File: src/rtl/rtc_evt_pkg.sv
// Constants for the event-status and day-alarm register block
package rtc_evt_pkg;
  localparam logic [7:0] OFS_EVENT_STATUS = 8'h0c;
  localparam logic [7:0] OFS_BACKUP_DAY   = 8'h0d;
  localparam int         BIT_IRQ_FLAG     = 7;
  localparam int         BIT_PERIODIC     = 6;
  localparam int         BIT_ALARM        = 5;
  localparam int         BIT_UPDATE       = 4;
  localparam int         BIT_BACKUP_OK    = 7;
  localparam int         DAY_ALARM_W      = 6;
  localparam logic [7:0] EVENT_STATUS_RST = 8'h00;
  localparam logic [5:0] DAY_ALARM_OFF    = 6'h00;
endpackage

File: src/rtl/rtc_pin_sync.sv
// Three-stage pin synchroniser; output changes when stages two and three agree
`timescale 1ns/1ps
module rtc_pin_sync #(
  parameter int WIDTH = 1
) (
  input  wire logic             clk_i,
  input  wire logic             rst_n,
  input  wire logic [WIDTH-1:0] async_i,
  output logic      [WIDTH-1:0] sync_o
);
  logic [WIDTH-1:0] s1;
  logic [WIDTH-1:0] s2;
  logic [WIDTH-1:0] s3;

  always_ff @(posedge clk_i or negedge rst_n) begin
    if (!rst_n) begin
      s1 <= '0;
      s2 <= '0;
      s3 <= '0;
    end else begin
      s1 <= async_i;
      s2 <= s1;
      s3 <= s2;
    end
  end

  genvar g;
  generate
    for (g = 0; g < WIDTH; g++) begin : gen_bit
      always_ff @(posedge clk_i or negedge rst_n) begin
        if (!rst_n) begin
          sync_o[g] <= 1'b0;
        end else if (s2[g] == s3[g]) begin
          sync_o[g] <= s3[g];
        end
      end
    end
  endgenerate
endmodule

File: src/rtl/rtc_event_status.sv
// Event flags, interrupt request and day-of-month alarm register logic
`timescale 1ns/1ps
module rtc_event_status (
  // Clock and reset
  input  wire logic       clk_i,
  input  wire logic       resetn_i,
  // Register access port (decoded address, one-cycle strobes)
  input  wire logic [7:0] reg_addr_i,
  input  wire logic       reg_rd_i,
  input  wire logic       reg_wr_i,
  input  wire logic [7:0] reg_wdata_i,
  output logic      [7:0] reg_rdata_o,
  // Timekeeping events and settings
  input  wire logic       update_done_i,
  input  wire logic       alarm_match_i,
  input  wire logic       periodic_tick_i,
  input  wire logic [5:0] current_day_i,
  input  wire logic       alarm_irq_enable_i,
  input  wire logic       periodic_irq_enable_i,
  input  wire logic       update_irq_enable_i,
  input  wire logic       update_transfer_inhibit_i,
  output logic            update_irq_enable_clr_o,
  // Backup source status pin
  input  wire logic       backup_valid_i,
  // Interrupt pin
  output logic            irq_n_o
);
  logic       rst_s1;
  logic       rst_n;
  logic       backup_valid;
  logic       update_event_flag;
  logic       alarm_event_flag;
  logic       periodic_event_flag;
  logic       irq_request_flag;
  logic [5:0] day_of_month_alarm;
  logic       status_rd;
  logic       alarm_event;
  logic       update_en_eff;
  logic       any_enabled;

  always_ff @(posedge clk_i or negedge resetn_i) begin
    if (!resetn_i) begin
      rst_s1 <= 1'b0;
      rst_n  <= 1'b0;
    end else begin
      rst_s1 <= 1'b1;
      rst_n  <= rst_s1;
    end
  end

  rtc_pin_sync #(
    .WIDTH (1)
  ) u_backup_sync (
    .clk_i   (clk_i),
    .rst_n   (rst_n),
    .async_i (backup_valid_i),
    .sync_o  (backup_valid)
  );

  assign status_rd = reg_rd_i && (reg_addr_i == rtc_evt_pkg::OFS_EVENT_STATUS);

  assign alarm_event = alarm_match_i &&
                       ((day_of_month_alarm == rtc_evt_pkg::DAY_ALARM_OFF) || (current_day_i == day_of_month_alarm));

  assign update_en_eff           = update_irq_enable_i && !update_transfer_inhibit_i;
  assign update_irq_enable_clr_o = update_transfer_inhibit_i;

  assign any_enabled = (alarm_irq_enable_i && (alarm_event_flag || alarm_event)) ||
                       (periodic_irq_enable_i && (periodic_event_flag || periodic_tick_i)) ||
                       (update_en_eff && (update_event_flag || update_done_i));

  always_ff @(posedge clk_i or negedge rst_n) begin
    if (!rst_n) begin
      update_event_flag   <= 1'b0;
      alarm_event_flag    <= 1'b0;
      periodic_event_flag <= 1'b0;
    end else begin
      update_event_flag   <= update_done_i || (update_event_flag && !status_rd);
      alarm_event_flag    <= alarm_event || (alarm_event_flag && !status_rd);
      periodic_event_flag <= periodic_tick_i || (periodic_event_flag && !status_rd);
    end
  end

  always_ff @(posedge clk_i or negedge rst_n) begin
    if (!rst_n) begin
      irq_request_flag <= 1'b0;
    end else if (status_rd) begin
      irq_request_flag <= (alarm_irq_enable_i && alarm_event) || (periodic_irq_enable_i && periodic_tick_i) ||
                          (update_en_eff && update_done_i);
    end else begin
      irq_request_flag <= irq_request_flag || any_enabled;
    end
  end

  // no reset term; host write of day alarm
  always_ff @(posedge clk_i) begin
    if (reg_wr_i && (reg_addr_i == rtc_evt_pkg::OFS_BACKUP_DAY)) begin
      day_of_month_alarm <= reg_wdata_i[5:0];
    end
  end

  always_ff @(posedge clk_i or negedge rst_n) begin
    if (!rst_n) begin
      reg_rdata_o <= 8'h00;
    end else if (reg_rd_i) begin
      unique case (reg_addr_i)
        rtc_evt_pkg::OFS_EVENT_STATUS:
          reg_rdata_o <= {irq_request_flag, periodic_event_flag, alarm_event_flag, update_event_flag, 4'h0};
        rtc_evt_pkg::OFS_BACKUP_DAY:
          reg_rdata_o <= {backup_valid, 1'b0, day_of_month_alarm};
        default:
          reg_rdata_o <= 8'h00;
      endcase
    end
  end

  assign irq_n_o = !irq_request_flag;

  // Assertions
  chk_read_clears: assert property (@(posedge clk_i) disable iff (!rst_n)
    status_rd && !update_done_i |=> !update_event_flag)
    else $error("update flag not cleared by status read");
  chk_update_sets: assert property (@(posedge clk_i) disable iff (!rst_n)
    update_done_i |=> update_event_flag)
    else $error("update flag not set");
  chk_periodic_sets: assert property (@(posedge clk_i) disable iff (!rst_n)
    periodic_tick_i |=> periodic_event_flag)
    else $error("periodic flag not set");
  chk_alarm_day_gate: assert property (@(posedge clk_i) disable iff (!rst_n)
    alarm_match_i && !alarm_event_flag && !status_rd && day_of_month_alarm != 6'h00 &&
    current_day_i != day_of_month_alarm |=> !alarm_event_flag)
    else $error("alarm flag set on day mismatch");
  chk_irq_enable: assert property (@(posedge clk_i) disable iff (!rst_n)
    alarm_event_flag && alarm_irq_enable_i && !status_rd |=> irq_request_flag)
    else $error("request flag missing for enabled alarm");
  chk_inhibit_gate: assert property (@(posedge clk_i) disable iff (!rst_n)
    status_rd ##1 (!irq_request_flag && update_transfer_inhibit_i && !alarm_irq_enable_i &&
    !periodic_irq_enable_i && !status_rd) |=> !irq_request_flag)
    else $error("update event raised request under inhibit");
  chk_status_zero_bits: assert property (@(posedge clk_i) disable iff (!rst_n)
    $past(reg_rd_i) && $past(reg_addr_i) == 8'h0c |-> reg_rdata_o[3:0] == 4'h0)
    else $error("status low bits not zero");
  chk_bit6_zero: assert property (@(posedge clk_i) disable iff (!rst_n)
    $past(reg_rd_i) && $past(reg_addr_i) == 8'h0d |-> reg_rdata_o[6] == 1'b0 &&
    reg_rdata_o[7] == $past(backup_valid))
    else $error("second register bit 6 or 7 wrong");
  chk_irq_pin: assert property (@(posedge clk_i) disable iff (!rst_n)
    $rose(irq_request_flag) |-> !irq_n_o)
    else $error("interrupt pin not asserted");
endmodule

File: config.mk
export PLATFORM = sky130hd
export DESIGN_NAME = rtc_event_status
export DESIGN_NICKNAME = d
export VERILOG_FILES = /design/src/rtl/rtc_evt_pkg.sv /design/src/rtl/rtc_pin_sync.sv /design/src/rtl/rtc_event_status.sv
export SDC_FILE = /design/constraint.sdc
export NUM_CORES = 1
export LEC_CHECK = 0
export CORE_UTILIZATION = 40
export CTS_CLUSTER_SIZE = 24
export DETAILED_ROUTE_END_ITERATION = 8
export DONT_BUFFER_PORTS = 1
export HOLD_SLACK_MARGIN = 0.02
export PLACE_DENSITY_LB_ADDON = 0.1
export SLEW_MARGIN = 20
export SYNTH_ARGS = -nofsm -noshare
export SYNTH_HDL_FRONTEND = slang
export SYNTH_SLANG_ARGS = --single-unit
File: constraint.sdc
create_clock -name clk_i -period 1.15 [get_ports clk_i]
set_input_delay 0.345 -clock clk_i [delete_from_list [all_inputs] [get_ports clk_i]]
set_output_delay 0.345 -clock clk_i [all_outputs]
set_load 0.01 [all_outputs]
======== Word-level counts from Yosys, hierarchy flattened ========
Index checks and enable logic that the tools add are counted.
word-level totals
  register bits after elaboration ......... 24
  logic and storage cells ................. 47
cells by class
  multiplexer cells ....................... 2
  equality and inequality tests ........... 4
  reductions and logical operators ........ 29
operators with widths
  operator                                              number
  equality test 8 x 4 -> 1 bit (second input constant)  2
  case mux 8 bit (2 select lines)                       1
  logical AND 1 bit                                     13
  logical OR 1 bit                                      12
  equality test 6 bit                                   1
  zero test 6 bit                                       1
  zero test 1 bit                                       3
  equality test 1 bit                                   1
  two-way mux 1 bit                                     1

======== Depth between registers and ports, before layout ========
  depth in word-level cells ............... 9
  gate-level depth with buffers ........... 5
  depth with buffers taken out ............ 4

======== Modules after synthesis ========
Synthesis repeated with hierarchy kept, for this count alone.
unflattened totals
  cells, all modules ...................... 70
  area, all modules ....................... 970.9 um^2
by module, submodules not included
  module            sequential area each (um^2)  instances  cells an instance  area each (um^2)
  rtc_event_status  530.5                        1          65                 859.6
  rtc_pin_sync      100.1                        1          5                  111.4

======== Worst setup path before layout ========
No wires, ideal clock.
  kind .................................... input -> register
  start point ............................. input port reg_addr_i[5]
  end point ............................... register day_of_month_alarm[0] (enable)
  arrival ................................. 1.198 ns
  cell stages on the path ................. 3
  path slack .............................. -0.353 ns
  data required time ...................... 0.845 ns
  setup time .............................. 0.305 ns
  path through ............................ or3_4 nor4_4 and3_2
between the ends
  word-level cells in the longest chain between the ends .. 2
RTL lines
  item                          line                    text
  start, declared               rtc_event_status.sv:8   input wire logic [7:0] reg_addr_i,
  equality test 8 x 4 -> 1 bit  rtc_event_status.sv:97  if (reg_wr_i && (reg_addr_i == rtc_evt_pkg::OFS_BACKUP_DAY)) begin
  logical AND 1 bit             rtc_event_status.sv:97
  end signal, assigned          rtc_event_status.sv:98  day_of_month_alarm <= reg_wdata_i[5:0];
  end, declared                 rtc_event_status.sv:35  logic [5:0] day_of_month_alarm;
No other way between the ends.
A chain may end at the register's enable or synchronous reset.

======== Worst setup path after layout ========
  start point ............................. register day_of_month_alarm[3]
  end point ............................... register irq_request_flag
between the ends
  word-level cells in the longest chain between the ends .. 9
RTL lines
  item                                                    line                    text
  equality test 6 bit or zero test 6 bit (tied branches)  rtc_event_status.sv:63  ((day_of_month_alarm == rtc_evt_pkg::DAY_ALARM_OFF) || (current_day_i == day_of_month_alarm));
  logical OR 1 bit (*)                                    rtc_event_status.sv:63
  logical AND 1 bit (*)                                   rtc_event_status.sv:62  assign alarm_event = alarm_match_i &&
  logical OR 1 bit                                        rtc_event_status.sv:68  assign any_enabled = (alarm_irq_enable_i && (alarm_event_flag || alarm_event)) ||
  logical AND 1 bit                                       rtc_event_status.sv:68
  logical OR 1 bit                                        rtc_event_status.sv:68
  logical OR 1 bit                                        rtc_event_status.sv:69  (periodic_irq_enable_i && (periodic_event_flag || periodic_tick_i)) ||
  logical OR 1 bit                                        rtc_event_status.sv:91  irq_request_flag <= irq_request_flag || any_enabled;
  two-way mux 1 bit (*)                                   rtc_event_status.sv:87  end else if (status_rd) begin
  end signal, assigned                                    rtc_event_status.sv:88  irq_request_flag <= (alarm_irq_enable_i && alarm_event) || (periodic_irq_enable_i && periodic_tick_i) ||
  end signal, assigned                                    rtc_event_status.sv:91
  end, declared                                           rtc_event_status.sv:34  logic irq_request_flag;
Mark *: on every way between the ends. The rest lies on a longest branch, timed or not.

==> results.toml <==
[final_layout]
final_cell_mix = "dfrtp_1, buf_4, a22o_1, edfxtp_1"
antenna_cells = 0
final_area_mm2 = 0.00116
drive_gt1_share_pct = 30.9
nets = 116
final_common_cell = "dfrtp_1"
layout.cells.non_filler = 109
syn2layout_area_growth_pct = 16.8
post-route-util_pct = 50.9

[detailed_routing]
wirelength_mm = 1.82
drc = 0
viasPerCell = 5.39
drt-wirelength-per-cell_um = 16.7
dr_total_vias = 587
drt_iter0_markers = 5
antenna_left = 0
firstDrtPassIters = 4

[floorplanning]
start_util_pct = 43.6
fp-row-count = 17
dieArea_mm2 = 0.00268
core-area_mm2 = 0.00228
die_y_um = 51.8
num_io_pins = 44
die_x_um = 51.8

[grt]
antenna_found_initial = 0
first_global_vias = 584
grt_max_degree = 17
track_usage_pct = 15.8
grt_pass1_wl_mm = 2.91
grt.overflow.total = 0

[yosys]
synth_top_area_share_pct = 45.4
ys.flop_type = "dfrtp_1"
yosysSeqAreaShare_pct = 63.6
netlist_area_um2 = 992
synth_area_leaders = "dfrtp_1, edfxtp_1, a22o_1, a221o_1, a21o_2"
yosysWarnings = 0
synth_edf_count = 6
syn-num-nets = 102
yosys_register_bits = 24
ys_types = 24
async_flop_share_pct = 75.0
yosysTopAreaCell = "dfrtp_1"
syn_inst = 68
syn_avg_cell_area_um2 = 14.6

[cts]
clockBufferDepth = 2
cts_made_buffers = 3
cts_tree = "built"
clock_latency_ns = 0.31
cts.sinks = 24
cts_max_level = 1
cts_root_buffer = "clkbuf_4"
cts.clk_slew.worst_paths_ns = 0.13

[timing]
slew_violations = 0
hold_viol = 0
layout_setup_ws_ns = -0.129
fmax_mhz = 782
period_minus_slack_ns = 1.28
rsz0062_at_grt = "true"
finalSetupViolations = 17
fin_crit_sh_pct = 111
fin_skew_ns = 0.00126
hold_ws_ns = 0.0459

[critical_path]
endpoint_kind = "flop"
worst_ep_required_time_ns = 1.41
critPathLaunchType = "flop"
worstSetupPathType = "flop to flop"
worstPathArrival_ns = 1.54
critPathMaxFanout = 2

[placement]
io_buffers = 0
dp_hpwl_mm = 1.43
place_inst = 104
dp_slack_ns = -0.412
place_congestion = 0.769
placed_area_mm2 = 0.00109

[outcome]
status = "complete, but fails checks"
violations = "negative setup slack"

[power_and_ir_drop]
p_leak_nw = 0.494
pwr_density_cell_mw_per_mm2 = 1220
irDropWorstVdd_mv = 0.797

[min_path]
holdCritPathClass = "input port to flop"

[flow_run]
drv_cap = 0
==> stage by stage <==
stage | setup TNS (ns) | power, mW
6_report | -1.41 | 1.41
5_1_grt | -2.22 | 1.46
4_1_cts | -0.809 | 1.43
3_5_place_dp | -6.75 | 0.989
3_3_place_gp | -6.78 | 0.986
2_1_floorplan | -5.15 | 0.966
==> kinds of logic (layout without fill, tap and decap cells) <==
logic type / count (synthesis) / after routing / share of synthesized area [%]
adders and majority gates: 1 / 1 / 1.01
AOI/OAI and AO/OA: 15 / 15 / 13.7
other: 1 / 1 / 0.378
xor gates and xnor gates: 6 / 6 / 5.30
DFF: 24 / 24 / 63.6
buffers and inverters: 4 / 17 / 2.27
and+or+nand+nor: 17 / 17 / 13.7
==> worst max-delay path, stage by stage, from the launching register on <==
cell and delay (ns):
edfxtp_1 0.44, xor2_1 0.18, o41ai_2 0.41, a221o_1 0.20
==> power breakdown <==
group	total [mW]	switching, mW	internal (mW)
Clock	0.440	0.247	0.193
Sequential	0.903	0.0101	0.893
Combinational	0.0709	0.0319	0.0390
Total	1.41	0.289	1.13
==> synthesized netlist by cell type, types with 2 or more instances <==
master    number
a22o_1         6
buf_4          2
xnor2_1        3
xor2_1         3
nor2b_1        4
nand2_1        4
dfrtp_1       18
a221o_1        4
edfxtp_1       6
a21o_2         3
inv_1          2
==> routing by layer <==
| metal | routed length [um] | vias to the layer above | GRT usage (%) |
|---|---|---|---|
| li1 | - | 276 | - |
| met1 | 825 | 276 | 21.0 |
| met2 | 773 | 31 | 22.1 |
| met3 | 174 | 4 | 4.68 |
| met4 | 48 | 0 | 10.8 |
| met5 | 0 | - | 0 |
==> final timing paths <==
kind	end	cells past startpoint	slack (ns)	from
setup / recovery	irq_request_flag	3	-0.13	day_of_month_alarm[3]
hold / removal	u_backup_sync.s1	0	0.05	backup_valid_i
setup reg to reg	irq_request_flag	3	-0.13	day_of_month_alarm[3]
hold reg to reg	periodic_event_flag	1	0.18	rst_n
max in group asynchronous	rst_s1	1	0.79	resetn_i
min in group asynchronous	periodic_event_flag	1	0.18	rst_n
==> sequential cells by signal, indices dropped and copies added (netlist names) <==
signal	count
reg_rdata_o	8
day_of_month_alarm	6
alarm_event_flag	1
irq_request_flag	1
periodic_event_flag	1
rst_n	1
rst_s1	1
u_backup_sync.s1	1
u_backup_sync.s2	1
u_backup_sync.s3	1
u_backup_sync.sync_o	1
update_event_flag	1
==> final cells by class <==
cell class                      instances  area [um2]
Sequential cell                        24         631
Fill cell                             204        1120
Tap cell                               28        35.0
Timing Repair Buffer                   11        85.1
Inverter                                2        7.51
Multi-Input combinational cell         40         364
Clock buffer                            4        36.3
==> repair_timing <==
item | CTS | global route
buffers inserted | 1 | 0
hold buffers | 1 | 0
setup endpoints to repair | 17 | 18
gates cloned | 0 | 0
endpoints found under the hold margin | 2 | 0
pin swaps | 5 | 5
resized for setup | 4 | 1
(Power assumes the default switching activity.)
